`config.mk`:
```
export PLATFORM = sky130hd
export DESIGN_NAME = bfh_top
export DESIGN_NICKNAME = d
export VERILOG_FILES = /design/src/rtl/bfh_top.v
export VERILOG_INCLUDE_DIRS = /design/src /design/src/pkg
export SDC_FILE = /design/constraint.sdc
export NUM_CORES = 1
export LEC_CHECK = 0
export BUFFER_PORTS_ARGS = -buffer_cell sky130_fd_sc_hd__clkbuf_2
export CAP_MARGIN = 20
export CORE_ASPECT_RATIO = 0.5
export CORE_MARGIN = 4
export CORE_UTILIZATION = 40
export DETAILED_ROUTE_END_ITERATION = 7
export PLACE_DENSITY_LB_ADDON = 0.08
export SLEW_MARGIN = 5
export SYNTH_ARGS = -nofsm -noshare
export SYNTH_HDL_FRONTEND = slang
export SYNTH_SLANG_ARGS = --single-unit
```
`constraint.sdc`:
```
create_clock -name core_clk -period 3.76 [get_ports core_clk]
set_input_delay 0.376 -clock core_clk [delete_from_list [all_inputs] [get_ports core_clk]]
set_output_delay 0.376 -clock core_clk [all_outputs]
set_load 0.03 [all_outputs]
```
`src/pkg/bfh_defs.vh`:
```
// bfh_defs.vh: constants of the buck fault and hiccup sequencer
// assumes inclusion by bare name from the rtl files; definitions only
`ifndef BFH_DEFS_VH
`define BFH_DEFS_VH

// register offsets on the 4-bit software port
`define BFH_ADDR_CTRL 4'h0
`define BFH_ADDR_STATUS 4'h1
`define BFH_ADDR_INT_STAT 4'h2
`define BFH_ADDR_INT_MASK 4'h3
`define BFH_ADDR_HICCUP_CNT 4'h4

// control register fields, control and mask reset values
`define BFH_CTRL_ENABLE 0
`define BFH_CTRL_SLAVE 1
`define BFH_CTRL_RESET 2'h0
`define BFH_MASK_RESET 7'h00

// event bit positions in interrupt status and mask registers
`define BFH_EV_AVG_OC 0
`define BFH_EV_CSH_OV 1
`define BFH_EV_THERMAL 2
`define BFH_EV_UNDERV 3
`define BFH_EV_FB_OV 4
`define BFH_EV_EXT_OV 5
`define BFH_EV_CYC_OC 6
`define BFH_EV_W 7

// synchronised input indices
`define BFH_IN_OCP_CYC 0
`define BFH_IN_OCP_NEG 1
`define BFH_IN_CURRENT_MONITOR_OUTPUT_OVER 2
`define BFH_IN_FB_BELOW 3
`define BFH_IN_FB_ABOVE 4
`define BFH_IN_CSH_OV 5
`define BFH_IN_EXT_OV 6
`define BFH_IN_THERM_HOT 7
`define BFH_IN_THERM_COOL 8
`define BFH_IN_SS_1V 9
`define BFH_IN_SS_50MV 10
`define BFH_IN_LIMIT_PROGRAM_INPUT_WIN 11
`define BFH_IN_HS_OFF 12
`define BFH_IN_LS_OFF 13
`define BFH_IN_PWM_HS 14
`define BFH_IN_CFG_DONE 15
`define BFH_IN_W 16

// timing counts in switching-clock cycles
`define BFH_HICCUP_CYCLES 16'h8000
`define BFH_QUAL_MORE_32 6'h21
`define BFH_QUAL_LEAST_32 6'h20

// sequencer states
`define BFH_ST_INIT 3'h0
`define BFH_ST_RUN 3'h1
`define BFH_ST_HICCUP 3'h2
`define BFH_ST_UV_WAIT 3'h3
`define BFH_ST_THERM 3'h4
`define BFH_ST_EXT_OV 3'h5

`endif

```
`src/rtl/bfh_top.v`:
```
// bfh_top.v: fault handling, hiccup sequencing and gate interlock
// assumes comparator flags arrive asynchronously and are synchronised
// here; core_clk is the switching-oscillator clock; nrst is the
// enable / undervoltage-lockout shutdown path
//
// Function
// - after config, share current; slaves follow share
// - gate on only when opposite gate sensed off
// - hiccup event: drivers low, discharge soft-start
// - hiccup waits 32768 cycles, then soft-start restart
// - cycle overcurrent holds next high-side turn-on
// - limit program out of window selects internal ref
// - negative limit mirrors positive cycle limit
// - averaged overcurrent over 32 cycles enters hiccup
// - undervoltage 32 cycles: discharge, drivers off
// - undervoltage restart at once when cleared
// - feedback overvoltage over 32 cycles is fault
// - high-side sense overvoltage is hiccup event
// - external overvoltage input above 2V is fault
// - thermal trip starts hiccup protection
// - thermal restart needs cooling and 32768 cycles
// - faults masked until soft-start above 1V
//
// Chosen here: the plain strobed port and the placing of the registers.
`include "bfh_defs.vh"

module bfh_top #(
  parameter [15:0] HICCUP_CYCLES = `BFH_HICCUP_CYCLES
) (
  input wire core_clk,
  input wire nrst,
  input wire [3:0] reg_addr,
  input wire [15:0] reg_wdata,
  input wire reg_wr,
  input wire reg_rd,
  output reg [15:0] reg_rdata_q,
  output reg irq_q,
  input wire overcurrent_guard_cycle,
  input wire overcurrent_guard_negative,
  input wire current_monitor_over,
  input wire feedback_node_below_ss,
  input wire feedback_node_above_ss,
  input wire highside_sense_over,
  input wire overvoltage_input_over,
  input wire thermal_trip_hot,
  input wire thermal_trip_cooled,
  input wire ss_above_1v,
  input wire ss_above_50mv,
  input wire limit_program_in_window,
  input wire high_side_gate_off,
  input wire low_side_gate_off,
  input wire pwm_high_request,
  input wire phase_share_config_done,
  output reg high_side_gate_q,
  output reg low_side_gate_q,
  output reg sense_cascode_gate_q,
  output reg ss_discharge_q,
  output reg limit_internal_ref_q,
  output reg phase_share_link_active_q,
  output reg current_share_regulate_q
);

  localparam [15:0] HC_LAST = HICCUP_CYCLES - 16'h0001;

  // two-stage synchronisers
  wire [`BFH_IN_W-1:0] raw_in;
  reg [`BFH_IN_W-1:0] sync1_q;
  reg [`BFH_IN_W-1:0] sync2_q;

  assign raw_in = {phase_share_config_done, pwm_high_request,
                   low_side_gate_off, high_side_gate_off,
                   limit_program_in_window, ss_above_50mv, ss_above_1v,
                   thermal_trip_cooled, thermal_trip_hot,
                   overvoltage_input_over, highside_sense_over,
                   feedback_node_above_ss, feedback_node_below_ss,
                   current_monitor_over, overcurrent_guard_negative,
                   overcurrent_guard_cycle};

  genvar gi;
  generate
    for (gi = 0; gi < `BFH_IN_W; gi = gi + 1) begin : g_sync
      always @(posedge core_clk or negedge nrst) begin
        if (!nrst) begin
          sync1_q[gi] <= 1'b0;
          sync2_q[gi] <= 1'b0;
        end else begin
          sync1_q[gi] <= raw_in[gi];
          sync2_q[gi] <= sync1_q[gi];
        end
      end
    end
  endgenerate

  wire ocp_cyc = sync2_q[`BFH_IN_OCP_CYC];
  wire ocp_neg = sync2_q[`BFH_IN_OCP_NEG];
  wire csh_ov = sync2_q[`BFH_IN_CSH_OV];
  wire ext_ov = sync2_q[`BFH_IN_EXT_OV];
  wire therm_hot = sync2_q[`BFH_IN_THERM_HOT];
  wire therm_cool = sync2_q[`BFH_IN_THERM_COOL];
  wire ss_1v = sync2_q[`BFH_IN_SS_1V];
  wire ss_50mv = sync2_q[`BFH_IN_SS_50MV];
  wire limit_program_input_win = sync2_q[`BFH_IN_LIMIT_PROGRAM_INPUT_WIN];
  wire hs_off = sync2_q[`BFH_IN_HS_OFF];
  wire ls_off = sync2_q[`BFH_IN_LS_OFF];
  wire pwm_hs = sync2_q[`BFH_IN_PWM_HS];
  wire cfg_done = sync2_q[`BFH_IN_CFG_DONE];

  // software registers, sequencer state and counter, high-side hold
  reg [1:0] ctrl_q;
  reg [`BFH_EV_W-1:0] int_stat_q;
  reg [`BFH_EV_W-1:0] int_mask_q;
  reg [2:0] state_q;
  reg [2:0] state_d;
  reg [15:0] hic_cnt_q;
  reg [15:0] hic_cnt_d;
  reg hs_hold_q;

  // protection enabled only once soft-start passes 1V
  wire prot_en = ss_1v;

  // qualification counters: average oc, undervoltage, feedback ov
  wire [2:0] qual_flag;
  wire [17:0] qual_thr;
  reg [17:0] qual_cnt_q;
  wire [2:0] qual_hit;

  assign qual_flag = {sync2_q[`BFH_IN_FB_ABOVE],
                      sync2_q[`BFH_IN_FB_BELOW],
                      sync2_q[`BFH_IN_CURRENT_MONITOR_OUTPUT_OVER]};
  assign qual_thr = {`BFH_QUAL_MORE_32,
                     `BFH_QUAL_LEAST_32,
                     `BFH_QUAL_MORE_32};

  generate
    for (gi = 0; gi < 3; gi = gi + 1) begin : g_qual
      always @(posedge core_clk or negedge nrst) begin
        if (!nrst) begin
          qual_cnt_q[gi*6 +: 6] <= 6'h00;
        end else if (!qual_flag[gi] || !prot_en) begin
          qual_cnt_q[gi*6 +: 6] <= 6'h00;
        end else if (qual_cnt_q[gi*6 +: 6] != qual_thr[gi*6 +: 6]) begin
          qual_cnt_q[gi*6 +: 6] <= qual_cnt_q[gi*6 +: 6] + 6'h01;
        end
      end
      assign qual_hit[gi] = qual_cnt_q[gi*6 +: 6] == qual_thr[gi*6 +: 6];
    end
  endgenerate

  wire avg_oc = qual_hit[0];
  wire uv_flt = qual_hit[1];
  wire fb_ov = qual_hit[2];
  wire csh_flt = csh_ov & prot_en;
  wire ext_flt = ext_ov & prot_en;
  wire therm_flt = therm_hot & prot_en;
  wire hiccup_ev = avg_oc | csh_flt | fb_ov;

  wire hic_done = hic_cnt_q == HC_LAST;

  // sequencer
  always @* begin
    state_d = state_q;
    hic_cnt_d = hic_cnt_q;
    case (state_q)
      `BFH_ST_INIT: begin
        hic_cnt_d = 16'h0000;
        if (ctrl_q[`BFH_CTRL_ENABLE] && cfg_done) begin
          state_d = `BFH_ST_RUN;
        end
      end
      `BFH_ST_RUN: begin
        hic_cnt_d = 16'h0000;
        if (!ctrl_q[`BFH_CTRL_ENABLE]) begin
          state_d = `BFH_ST_INIT;
        end else if (therm_flt) begin
          state_d = `BFH_ST_THERM;
        end else if (hiccup_ev) begin
          state_d = `BFH_ST_HICCUP;
        end else if (uv_flt) begin
          state_d = `BFH_ST_UV_WAIT;
        end else if (ext_flt) begin
          state_d = `BFH_ST_EXT_OV;
        end
      end
      `BFH_ST_HICCUP: begin
        if (hic_done) begin
          state_d = `BFH_ST_RUN;
        end else begin
          hic_cnt_d = hic_cnt_q + 16'h0001;
        end
      end
      `BFH_ST_UV_WAIT: begin
        if (!sync2_q[`BFH_IN_FB_BELOW]) begin
          state_d = `BFH_ST_RUN;
        end
      end
      `BFH_ST_THERM: begin
        if (!hic_done) begin
          hic_cnt_d = hic_cnt_q + 16'h0001;
        end else if (therm_cool) begin
          state_d = `BFH_ST_RUN;
        end
      end
      `BFH_ST_EXT_OV: begin
        if (!ext_ov) begin
          state_d = `BFH_ST_RUN;
        end
      end
      default: begin
        state_d = `BFH_ST_INIT;
      end
    endcase
    if (!ctrl_q[`BFH_CTRL_ENABLE]) begin
      state_d = `BFH_ST_INIT;
    end
  end

  always @(posedge core_clk or negedge nrst) begin
    if (!nrst) begin
      state_q <= `BFH_ST_INIT;
      hic_cnt_q <= 16'h0000;
    end else begin
      state_q <= state_d;
      hic_cnt_q <= hic_cnt_d;
    end
  end

  // drivers only while running, leaving state forces them low
  wire drive_en = (state_d == `BFH_ST_RUN) && ss_50mv;

  // high-side hold set while low side on and cycle limit exceeded, kept until the limit clears
  always @(posedge core_clk or negedge nrst) begin
    if (!nrst) begin
      hs_hold_q <= 1'b0;
    end else if (low_side_gate_q && ocp_cyc) begin
      hs_hold_q <= 1'b1;
    end else if (!ocp_cyc) begin
      hs_hold_q <= 1'b0;
    end
  end

  // commands one cycle back: the synced sense lags a gate just driven
  reg ls_was_q;
  reg hs_was_q;

  always @(posedge core_clk or negedge nrst) begin
    if (!nrst) begin
      ls_was_q <= 1'b0;
      hs_was_q <= 1'b0;
    end else begin
      ls_was_q <= low_side_gate_q;
      hs_was_q <= high_side_gate_q;
    end
  end

  wire hs_go = drive_en && pwm_hs && ls_off && !low_side_gate_q
               && !ls_was_q
               && !hs_hold_q && !(low_side_gate_q && ocp_cyc);
  wire ls_go = drive_en && !pwm_hs && hs_off && !high_side_gate_q
               && !hs_was_q
               && !ocp_neg;

  always @(posedge core_clk or negedge nrst) begin
    if (!nrst) begin
      high_side_gate_q <= 1'b0;
      low_side_gate_q <= 1'b0;
      sense_cascode_gate_q <= 1'b0;
      ss_discharge_q <= 1'b1;
    end else begin
      high_side_gate_q <= hs_go;
      low_side_gate_q <= ls_go;
      sense_cascode_gate_q <= ls_go;
      ss_discharge_q <= state_d != `BFH_ST_RUN;
    end
  end

  // limit reference selection shared by both polarities
  always @(posedge core_clk or negedge nrst) begin
    if (!nrst) begin
      limit_internal_ref_q <= 1'b1;
    end else begin
      limit_internal_ref_q <= !limit_program_input_win;
    end
  end

  // current sharing over the phase link
  always @(posedge core_clk or negedge nrst) begin
    if (!nrst) begin
      phase_share_link_active_q <= 1'b0;
      current_share_regulate_q <= 1'b0;
    end else begin
      phase_share_link_active_q <= cfg_done;
      current_share_regulate_q <= cfg_done && ctrl_q[`BFH_CTRL_SLAVE]
                                  && state_d == `BFH_ST_RUN;
    end
  end

  // events into sticky status
  wire [`BFH_EV_W-1:0] ev_set;
  assign ev_set = {ocp_cyc & low_side_gate_q, ext_flt, fb_ov, uv_flt,
                   therm_flt, csh_flt, avg_oc};

  always @(posedge core_clk or negedge nrst) begin
    if (!nrst) begin
      ctrl_q <= `BFH_CTRL_RESET;
      int_mask_q <= `BFH_MASK_RESET;
      int_stat_q <= {`BFH_EV_W{1'b0}};
    end else begin
      if (reg_wr && reg_addr == `BFH_ADDR_CTRL) begin
        ctrl_q <= reg_wdata[1:0];
      end
      if (reg_wr && reg_addr == `BFH_ADDR_INT_MASK) begin
        int_mask_q <= reg_wdata[`BFH_EV_W-1:0];
      end
      if (reg_wr && reg_addr == `BFH_ADDR_INT_STAT) begin
        int_stat_q <= (int_stat_q & ~reg_wdata[`BFH_EV_W-1:0]) | ev_set;
      end else begin
        int_stat_q <= int_stat_q | ev_set;
      end
    end
  end

  // read data one cycle after the strobe, interrupt level
  always @(posedge core_clk or negedge nrst) begin
    if (!nrst) begin
      reg_rdata_q <= 16'h0000;
      irq_q <= 1'b0;
    end else begin
      irq_q <= |(int_stat_q & int_mask_q);
      if (reg_rd) begin
        case (reg_addr)
          `BFH_ADDR_CTRL: reg_rdata_q <= {14'h0000, ctrl_q};
          `BFH_ADDR_STATUS: reg_rdata_q <= {5'h00, ocp_cyc, ext_ov,
                                            therm_hot, csh_ov, uv_flt,
                                            fb_ov, avg_oc, limit_internal_ref_q,
                                            state_q};
          `BFH_ADDR_INT_STAT: reg_rdata_q <= {9'h000, int_stat_q};
          `BFH_ADDR_INT_MASK: reg_rdata_q <= {9'h000, int_mask_q};
          `BFH_ADDR_HICCUP_CNT: reg_rdata_q <= hic_cnt_q;
          default: reg_rdata_q <= 16'h0000;
        endcase
      end else begin
        reg_rdata_q <= 16'h0000;
      end
    end
  end

endmodule // bfh_top

```
==> impl_metrics.ini, run 1 <==
[power]
max-vdd-ir-drop_mv = 0.2194
p_leak_nw = 2.342
p_per_area_mw_per_mm2 = 457.5

[sta]
worst_pin_slew_ns = 0.8639
slew_headroom = 0.4188
finalCriticalPeriod_ns = 2.458
skew_ns = 0.007905
setup_viol = 0
setup-tns-final_ns = 0
timing.hold.ws_ns = 0.08527
report.final.slew_viol_count = 0
rsz0062_at_grt = no
hold_viol_final = 0
fin_crit_sh = 0.6536
clock.fmax_mhz = 406.9

[grt]
grt_max_degree = 62
grt_overflow = 0
antenna_found_initial = 0
grt_pass1_wl_um = 16200
track_usage = 0.1577
grt_pass1_vias = 3210

[cts]
post_cts_buffers = 0
cts.path.max_buffers = 2
path_clk_slew_ns = 0.07
clkLatencyLatePin_ns = 0.35
htree_levels = 3
root_buffer = clkbuf_16
cts_resized = 0
cts_hold_buf = 0
numCtsBuffers = 9
cts_tree = built
clock_sinks = 111

[setup_path]
cp-end-kind = register
rrSetupSlack_ns = 1.30
crit_fanout = 8
cp_slowest_cell = or4b_1
startpoint_type = register
cp.depth = 7
worstPathBufferInverterCount = 1
crit_type = reg2reg
critPathMaxStageDelay_ns = 0.52
cp.arrival_ns = 2.72
critical-path-top-delay-family = simple AND/OR/NAND/NOR gates
reg2reg_depth = 7
path_cells = inv_1 > ha_1 > nand4bb_1 > nor2_1 > nor3_1 > a311o_1 > or4b_1
cp.required_ns = 4.03

[yosys]
netlist_instances = 388
synth_warnings = 0
synth_fp_nets = 435
syn_area_mm2 = 0.004513
synth_cell_type_count = 46
ys_seq_area_frac = 0.6160
yosys.area.top_type = dfrtp_1
ys_ff_latch = 111
synth_edf_count = 0
synth-async-reset-ratio = 1.000
yosys.area.top_type_share = 0.6044
ys.flop_type = dfrtp_1
synthTopCellsByArea = dfrtp_1, nor2_1, xor2_1
avgSynthCellArea_um2 = 11.63

[job]
maxCapViolations = 0

[floorplanning]
io_pins = 64
die_y_um = 83.11
die-width_um = 158.2
num_rows = 27
coreArea_mm2 = 0.01101
start_util = 0.4098
die_area_mm2 = 0.01315

[detailed_routing]
drc_errors = 0
route.vias.total = 3126
first_pass_iters = 4
wl_per_cell_um = 16.50
drtAntennaViolNets = 0
drtIter0Drc = 190
viasPerCell = 5.245
routed_wl_um = 9835

[worst_hold_path]
hold_path_class = in2async

[place]
place_hpwl_um = 7241
placed_area_mm2 = 0.004960
port_buffers = 54
routabilityCongestion = 0.7713
place_inst = 580

[layout]
area_growth_syn_to_layout_pct = 16.38
final_layout_size_suffix_gt1_frac = 0.2040
final_cell_area_mm2 = 0.005253
n_antenna_cell = 0
stdcell_count = 596
fin_nets = 493

[status]
status = finished, final reports clean
[registers in the layout, summed over array words and instances, names as in the netlist, 2 cells and up]
name and flops:
qual_flag 3, reg_rdata_q 16, hic_cnt_q 16, ctrl_q 2
int_stat_q 7, int_mask_q 7, state_q 3, sync1_q 16
qual_cnt_q 18
[metrics by stage]
step           worst slack (ns)  utilization  power [mW]
2_1_floorplan             1.719            -       1.414
3_3_place_gp              1.395       0.4504       1.500
3_5_place_dp              1.309       0.4504       1.509
4_1_cts                   1.285       0.4769       2.430
5_1_grt                   1.126       0.4769       2.521
6_report                  1.302       0.4769       2.403
[power by group]
| group | internal (mW) | switching (mW) | total [mW] | leakage, nW |
|---|---|---|---|---|
| combinational | 0.0729 | 0.110 | 0.182 | 0.773 |
| clock | 0.463 | 0.456 | 0.920 | 0.139 |
| sequential | 1.25 | 0.0507 | 1.30 | 1.43 |
[cells in the final DEF, fill, tap and decap left out, types with 4 or more instances in the layout]
cell type,n
a21o_1,5
a21oi_1,17
a222oi_1,8
a22o_1,4
a22oi_1,9
and3_1,8
buf_4,7
clkbuf_16,9
clkbuf_2,53
dfrtp_1,109
ha_1,7
inv_1,9
mux2_2,10
nand2_1,30
nand3_1,17
nor2_1,44
nor3_1,13
nor4_1,6
o211ai_1,5
o21a_1,4
o21ai_0,7
or3_1,4
xnor2_1,10
xor2_1,13
[final cells by class]
cell class                      instances  area (um2)
Timing Repair Buffer                   60       317.8
Clock inverter                          7       67.56
Clock buffer                            9       225.2
Sequential cell                       111        2780
Fill cell                            1011        5761
Multi-Input combinational cell        255        1647
Inverter                                9       33.78
Tap cell                              145       181.4
[path summary, 6_finish.rpt]
path	start	end
min reg2reg	sync1_q[6]$_DFF_PN0_	ext_ov$_DFF_PN0_
max	qual_cnt_q[1]$_DFFE_PN0P_	ss_discharge_q$_DFF_PN1_
max in group asynchronous	nrst	qual_cnt_q[4]$_DFFE_PN0P_
max reg2reg	qual_cnt_q[1]$_DFFE_PN0P_	ss_discharge_q$_DFF_PN1_
min	nrst	hic_cnt_q[12]$_DFFE_PN0P_
min in group core_clk	high_side_gate_off	sync1_q[12]$_DFF_PN0_
[synthesized netlist by cell type (2+ instances only)]
| cell type | count |
|---|---|
| nor4b_2 | 2 |
| o21a_1 | 4 |
| and3_1 | 8 |
| and4b_1 | 2 |
| o211ai_1 | 5 |
| or4_1 | 2 |
| dfrtp_1 | 109 |
| nor2b_1 | 3 |
| ha_1 | 7 |
| a22oi_1 | 9 |
| xnor2_1 | 10 |
| o21ai_0 | 7 |
| a22o_1 | 4 |
| xor2_1 | 13 |
| inv_1 | 9 |
| a222oi_1 | 8 |
| a21o_1 | 5 |
| nor2_1 | 44 |
| dfstp_2 | 2 |
| and2_1 | 3 |
| mux2_2 | 10 |
| nand3_1 | 17 |
| mux2i_1 | 2 |
| nand2_1 | 30 |
| clkbuf_1 | 11 |
| nor3_1 | 13 |
| nand4_1 | 3 |
| nand4bb_1 | 3 |
| a21oi_1 | 17 |
| o31ai_1 | 2 |
| nor4_1 | 6 |
| or3_1 | 4 |
[cell families (layout without fill, tap and decap cells)]
group	after synthesis	after routing	share of synthesized area
compound gates	66	66	0.1034
fa+ha+maj	7	7	0.01941
buf+inv	22	85	0.01913
xor+xnor	23	23	0.04463
simple gates	147	147	0.1680
mux	12	12	0.02939
flops	111	111	0.6160
[per-layer routing]
layer  part of all wire  track usage  wire length (um)  up-vias
met1               0.49       0.2286              4839     1556
met2               0.45       0.2342              4399       59
met4              0.010      0.03947               102        0
met5                  0            0                 0        -
li1                   -            -                 -     1501
met3              0.050      0.04477               493       10
[worst reg2reg max path: stages (launching register included)]
cell	delay (ns)
dfrtp_1	0.42
inv_1	0.08
ha_1	0.16
nand4bb_1	0.14
nor2_1	0.51
nor3_1	0.18
a311o_1	0.38
or4b_1	0.52
(Power assumes the default switching activity.)
==> run 2, diff against run 1 <==
ABC_AREA = 1   (was default)
clock period = 2.3 ns   (was 3.76 ns; I/O delays follow)
==> run 2 against run 1 <==
Via count is 12% higher. Wire length is 6.1% higher. Flip-flop and latch count stayed put. Largest cell class unchanged. Largest power group unchanged. Maximum frequency is 30% higher. Die area is 2.6% higher. Area after synthesis is 2.8% higher. Worst setup slack worse by 0.90 ns. Critical endpoint is now hic_cnt_q[8]$_DFFE_PN0P_. Register-to-register slack worse by 0.90 ns. Worst hold slack better by 0.050 ns. Synthesized cell count is 25% higher. Clock power is 79% higher.
==> impl_metrics.ini, run 2 <==
[place]
port_buffers = 54
routabilityCongestion = 0.8185
place_ws_ns = 0.4182
place_hpwl_um = 7681
placed_area_mm2 = 0.005122

[power]
p_comb_frac = 0.074
total_power_mw = 4.073
p_int_mw = 3.065
power.share.sequential = 0.521
p_per_area_mw_per_mm2 = 725.3
p_sw_mw = 1.008
p_leak_nw = 2.665
power_frac_clock = 0.405
swShare = 0.2474
max-vdd-ir-drop_mv = 0.3656

[cts]
htree_levels = 3
numCtsBuffers = 9
cts_tree = built
clock_sinks = 111
clkLatencyLatePin_ns = 0.35
cts.path.max_buffers = 2
root_buffer = clkbuf_16
cts_resized = 0
path_clk_slew_ns = 0.08

[yosys]
synth_cell_type_count = 32
synth_compound_area_frac = 0.09091
synth_warnings = 0
synth-xor-area-share = 0.01322
ys_seq_area_frac = 0.5994
yosys.area.top_type_share = 0.5881
synth_fp_nets = 533
synth-async-reset-ratio = 1.000
ys_ff_latch = 111
syn_area_mm2 = 0.004638
synth_edf_count = 0
synthMuxAreaShare = 0
ys.flop_type = dfrtp_1
netlist_instances = 486
synthTopCellsByArea = dfrtp_1, nand2_1, inv_1
avgSynthCellArea_um2 = 9.544
yosys.area_share.adder = 0.01888
synth_top_family_by_area = simple AND/OR/NAND/NOR gates
synthTopCellsByCount = dfrtp_1, nand2_1, inv_1
yosys.area.top_type = dfrtp_1
yosysMostFrequentCell = dfrtp_1
synthSimpleGateAreaFrac = 0.2150

[detailed_routing]
viasPerCell = 4.885
wl_per_cell_um = 14.51
first_pass_iters = 4
drtAntennaViolNets = 0
drc_errors = 0
routed_wl_um = 10430
route.vias.total = 3512
drtIter0Drc = 283

[sta]
rsz0062_at_grt = no
clock.fmax_mhz = 528.2
worst_pin_slew_ns = 0.5446
fin_crit_sh = 0.8232
report.final.slew_viol_count = 0
setup-tns-final_ns = 0
timing.hold.ws_ns = 0.1348
hold_viol_final = 0
setup_viol = 0
skew_ns = 0.007322
slew_headroom = 0.6365
worst_slack_ns = 0.4067
finalCriticalPeriod_ns = 1.893

[setup_path]
cp.required_ns = 2.52
reg2reg_depth = 7
worstReg2RegStart = state_q[1]$_DFF_PN0_
crit_fanout = 16
crit_type = reg2reg
cp-end-kind = register
r2r-end = hic_cnt_q[8]$_DFFE_PN0P_
startpoint_type = register
cp.arrival_ns = 2.12
rrSetupSlack_ns = 0.41

[grt]
grt.met1_usage = 0.2365
antenna_found_initial = 0
grt_pass1_vias = 3352
grt_pass1_wl_um = 17350
track_usage = 0.1620
met2_usage = 0.2457
grt_max_degree = 50
grt_use_met3 = 0.04316
grt.busiest_layer = met2
grt_overflow = 0

[layout]
final_cell_area_mm2 = 0.005615
final_layout_size_suffix_gt1_frac = 0.1725
layout_commonest_cell = dfrtp_1
fin_nets = 616
nFillCells = 1053
final_cell_mix = dfrtp_1, nand2_1, inv_1
n_antenna_cell = 0
area_growth_syn_to_layout_pct = 21.07
largest-register = qual_cnt_q
largest_reg_flops = 18

[floorplanning]
num_rows = 27
die_area_mm2 = 0.01349
die_y_um = 84.15
start_util = 0.4160
io_pins = 64
die-width_um = 160.3
coreArea_mm2 = 0.01115

[worst_hold_path]
min_to = int_mask_q[3]$_DFFE_PN0P_
hold_path_depth = 3
hold_path_class = in2reg
hold_path_startpoint = reg_wdata[3]

[status]
status = finished, final reports clean

[job]
maxCapViolations = 0
==> run 2: kinds of logic (layout without fill, tap and decap cells) <==
group,Yosys count,after routing
and+or+nand+nor,212,212
adders and majority gates,7,7
buffers and inverters,76,164
AOI/OAI and AO/OA,73,73
xor gates and xnor gates,7,7
DFF,111,111
==> run 2: critical path, cell delays in order (launching register included) <==
cell     delay, ns
dfrtp_1       0.45
nor2_1        0.36
inv_1         0.26
nand2_4       0.24
nand2_2       0.10
nor2_2        0.15
xor2_1        0.16
nor2_1        0.05
==> run 2: power by group through the flow <==
stage	sequential [mW]	combinational, mW	clock (mW)
floorplan	2.17	0.131	0
global placement	2.16	0.283	0
detailed placement	2.16	0.285	0
CTS	2.12	0.309	1.72
global route	2.13	0.347	1.80
finish	2.12	0.302	1.65
==> run 2: final cells by class <==
type,count,area (um2),share of cell area
Clock buffer,10,239.0,0.04256
Clock inverter,6,83.83,0.01493
Inverter,72,270.3,0.04813
Multi-Input combinational cell,299,1568,0.2792
Sequential cell,111,2780,0.4951
Tap cell,145,181.4,0.03231
Timing Repair Buffer,76,493.0,0.08779
==> run 2: worst max path at each step <==
stage	slack, ns	to	startpoint	cells past startpoint
final	0.41	hic_cnt_q[8]$_DFFE_PN0P_	state_q[1]$_DFF_PN0_	7
after CTS	0.40	hic_cnt_q[8]$_DFFE_PN0P_	state_q[1]$_DFF_PN0_	7
after global placement	0.46	hic_cnt_q[8]$_DFFE_PN0P_	state_q[1]$_DFF_PN0_	7
after floorplan	0.77	hic_cnt_q[8]$_DFFE_PN0P_	hic_cnt_q[0]$_DFFE_PN0P_	10
after global routing	0.18	hic_cnt_q[8]$_DFFE_PN0P_	state_q[1]$_DFF_PN0_	7
after detailed placement	0.42	hic_cnt_q[8]$_DFFE_PN0P_	state_q[1]$_DFF_PN0_	7
==> run 2: repair_timing <==
item	4_1_cts	5_1_grt
hold buffers	17	0
hold endpoints to repair	34	0
endpoints found under the setup margin	0	0
setup buffers	0	0
==> run 2: per-stage QoR <==
stage / cells / util
CTS: 719 / 0.5037
global route: 719 / 0.5037
finish: 719 / 0.5037
detailed placement: 686 / 0.4595
global placement: 686 / 0.4595
floorplan: 486 / -
==> run 2: metal layers <==
layer | part of all wire | routed length, um
met5 | 0 | 0
met4 | 0.0053 | 55
met3 | 0.044 | 455
met2 | 0.45 | 4736
met1 | 0.50 | 5187
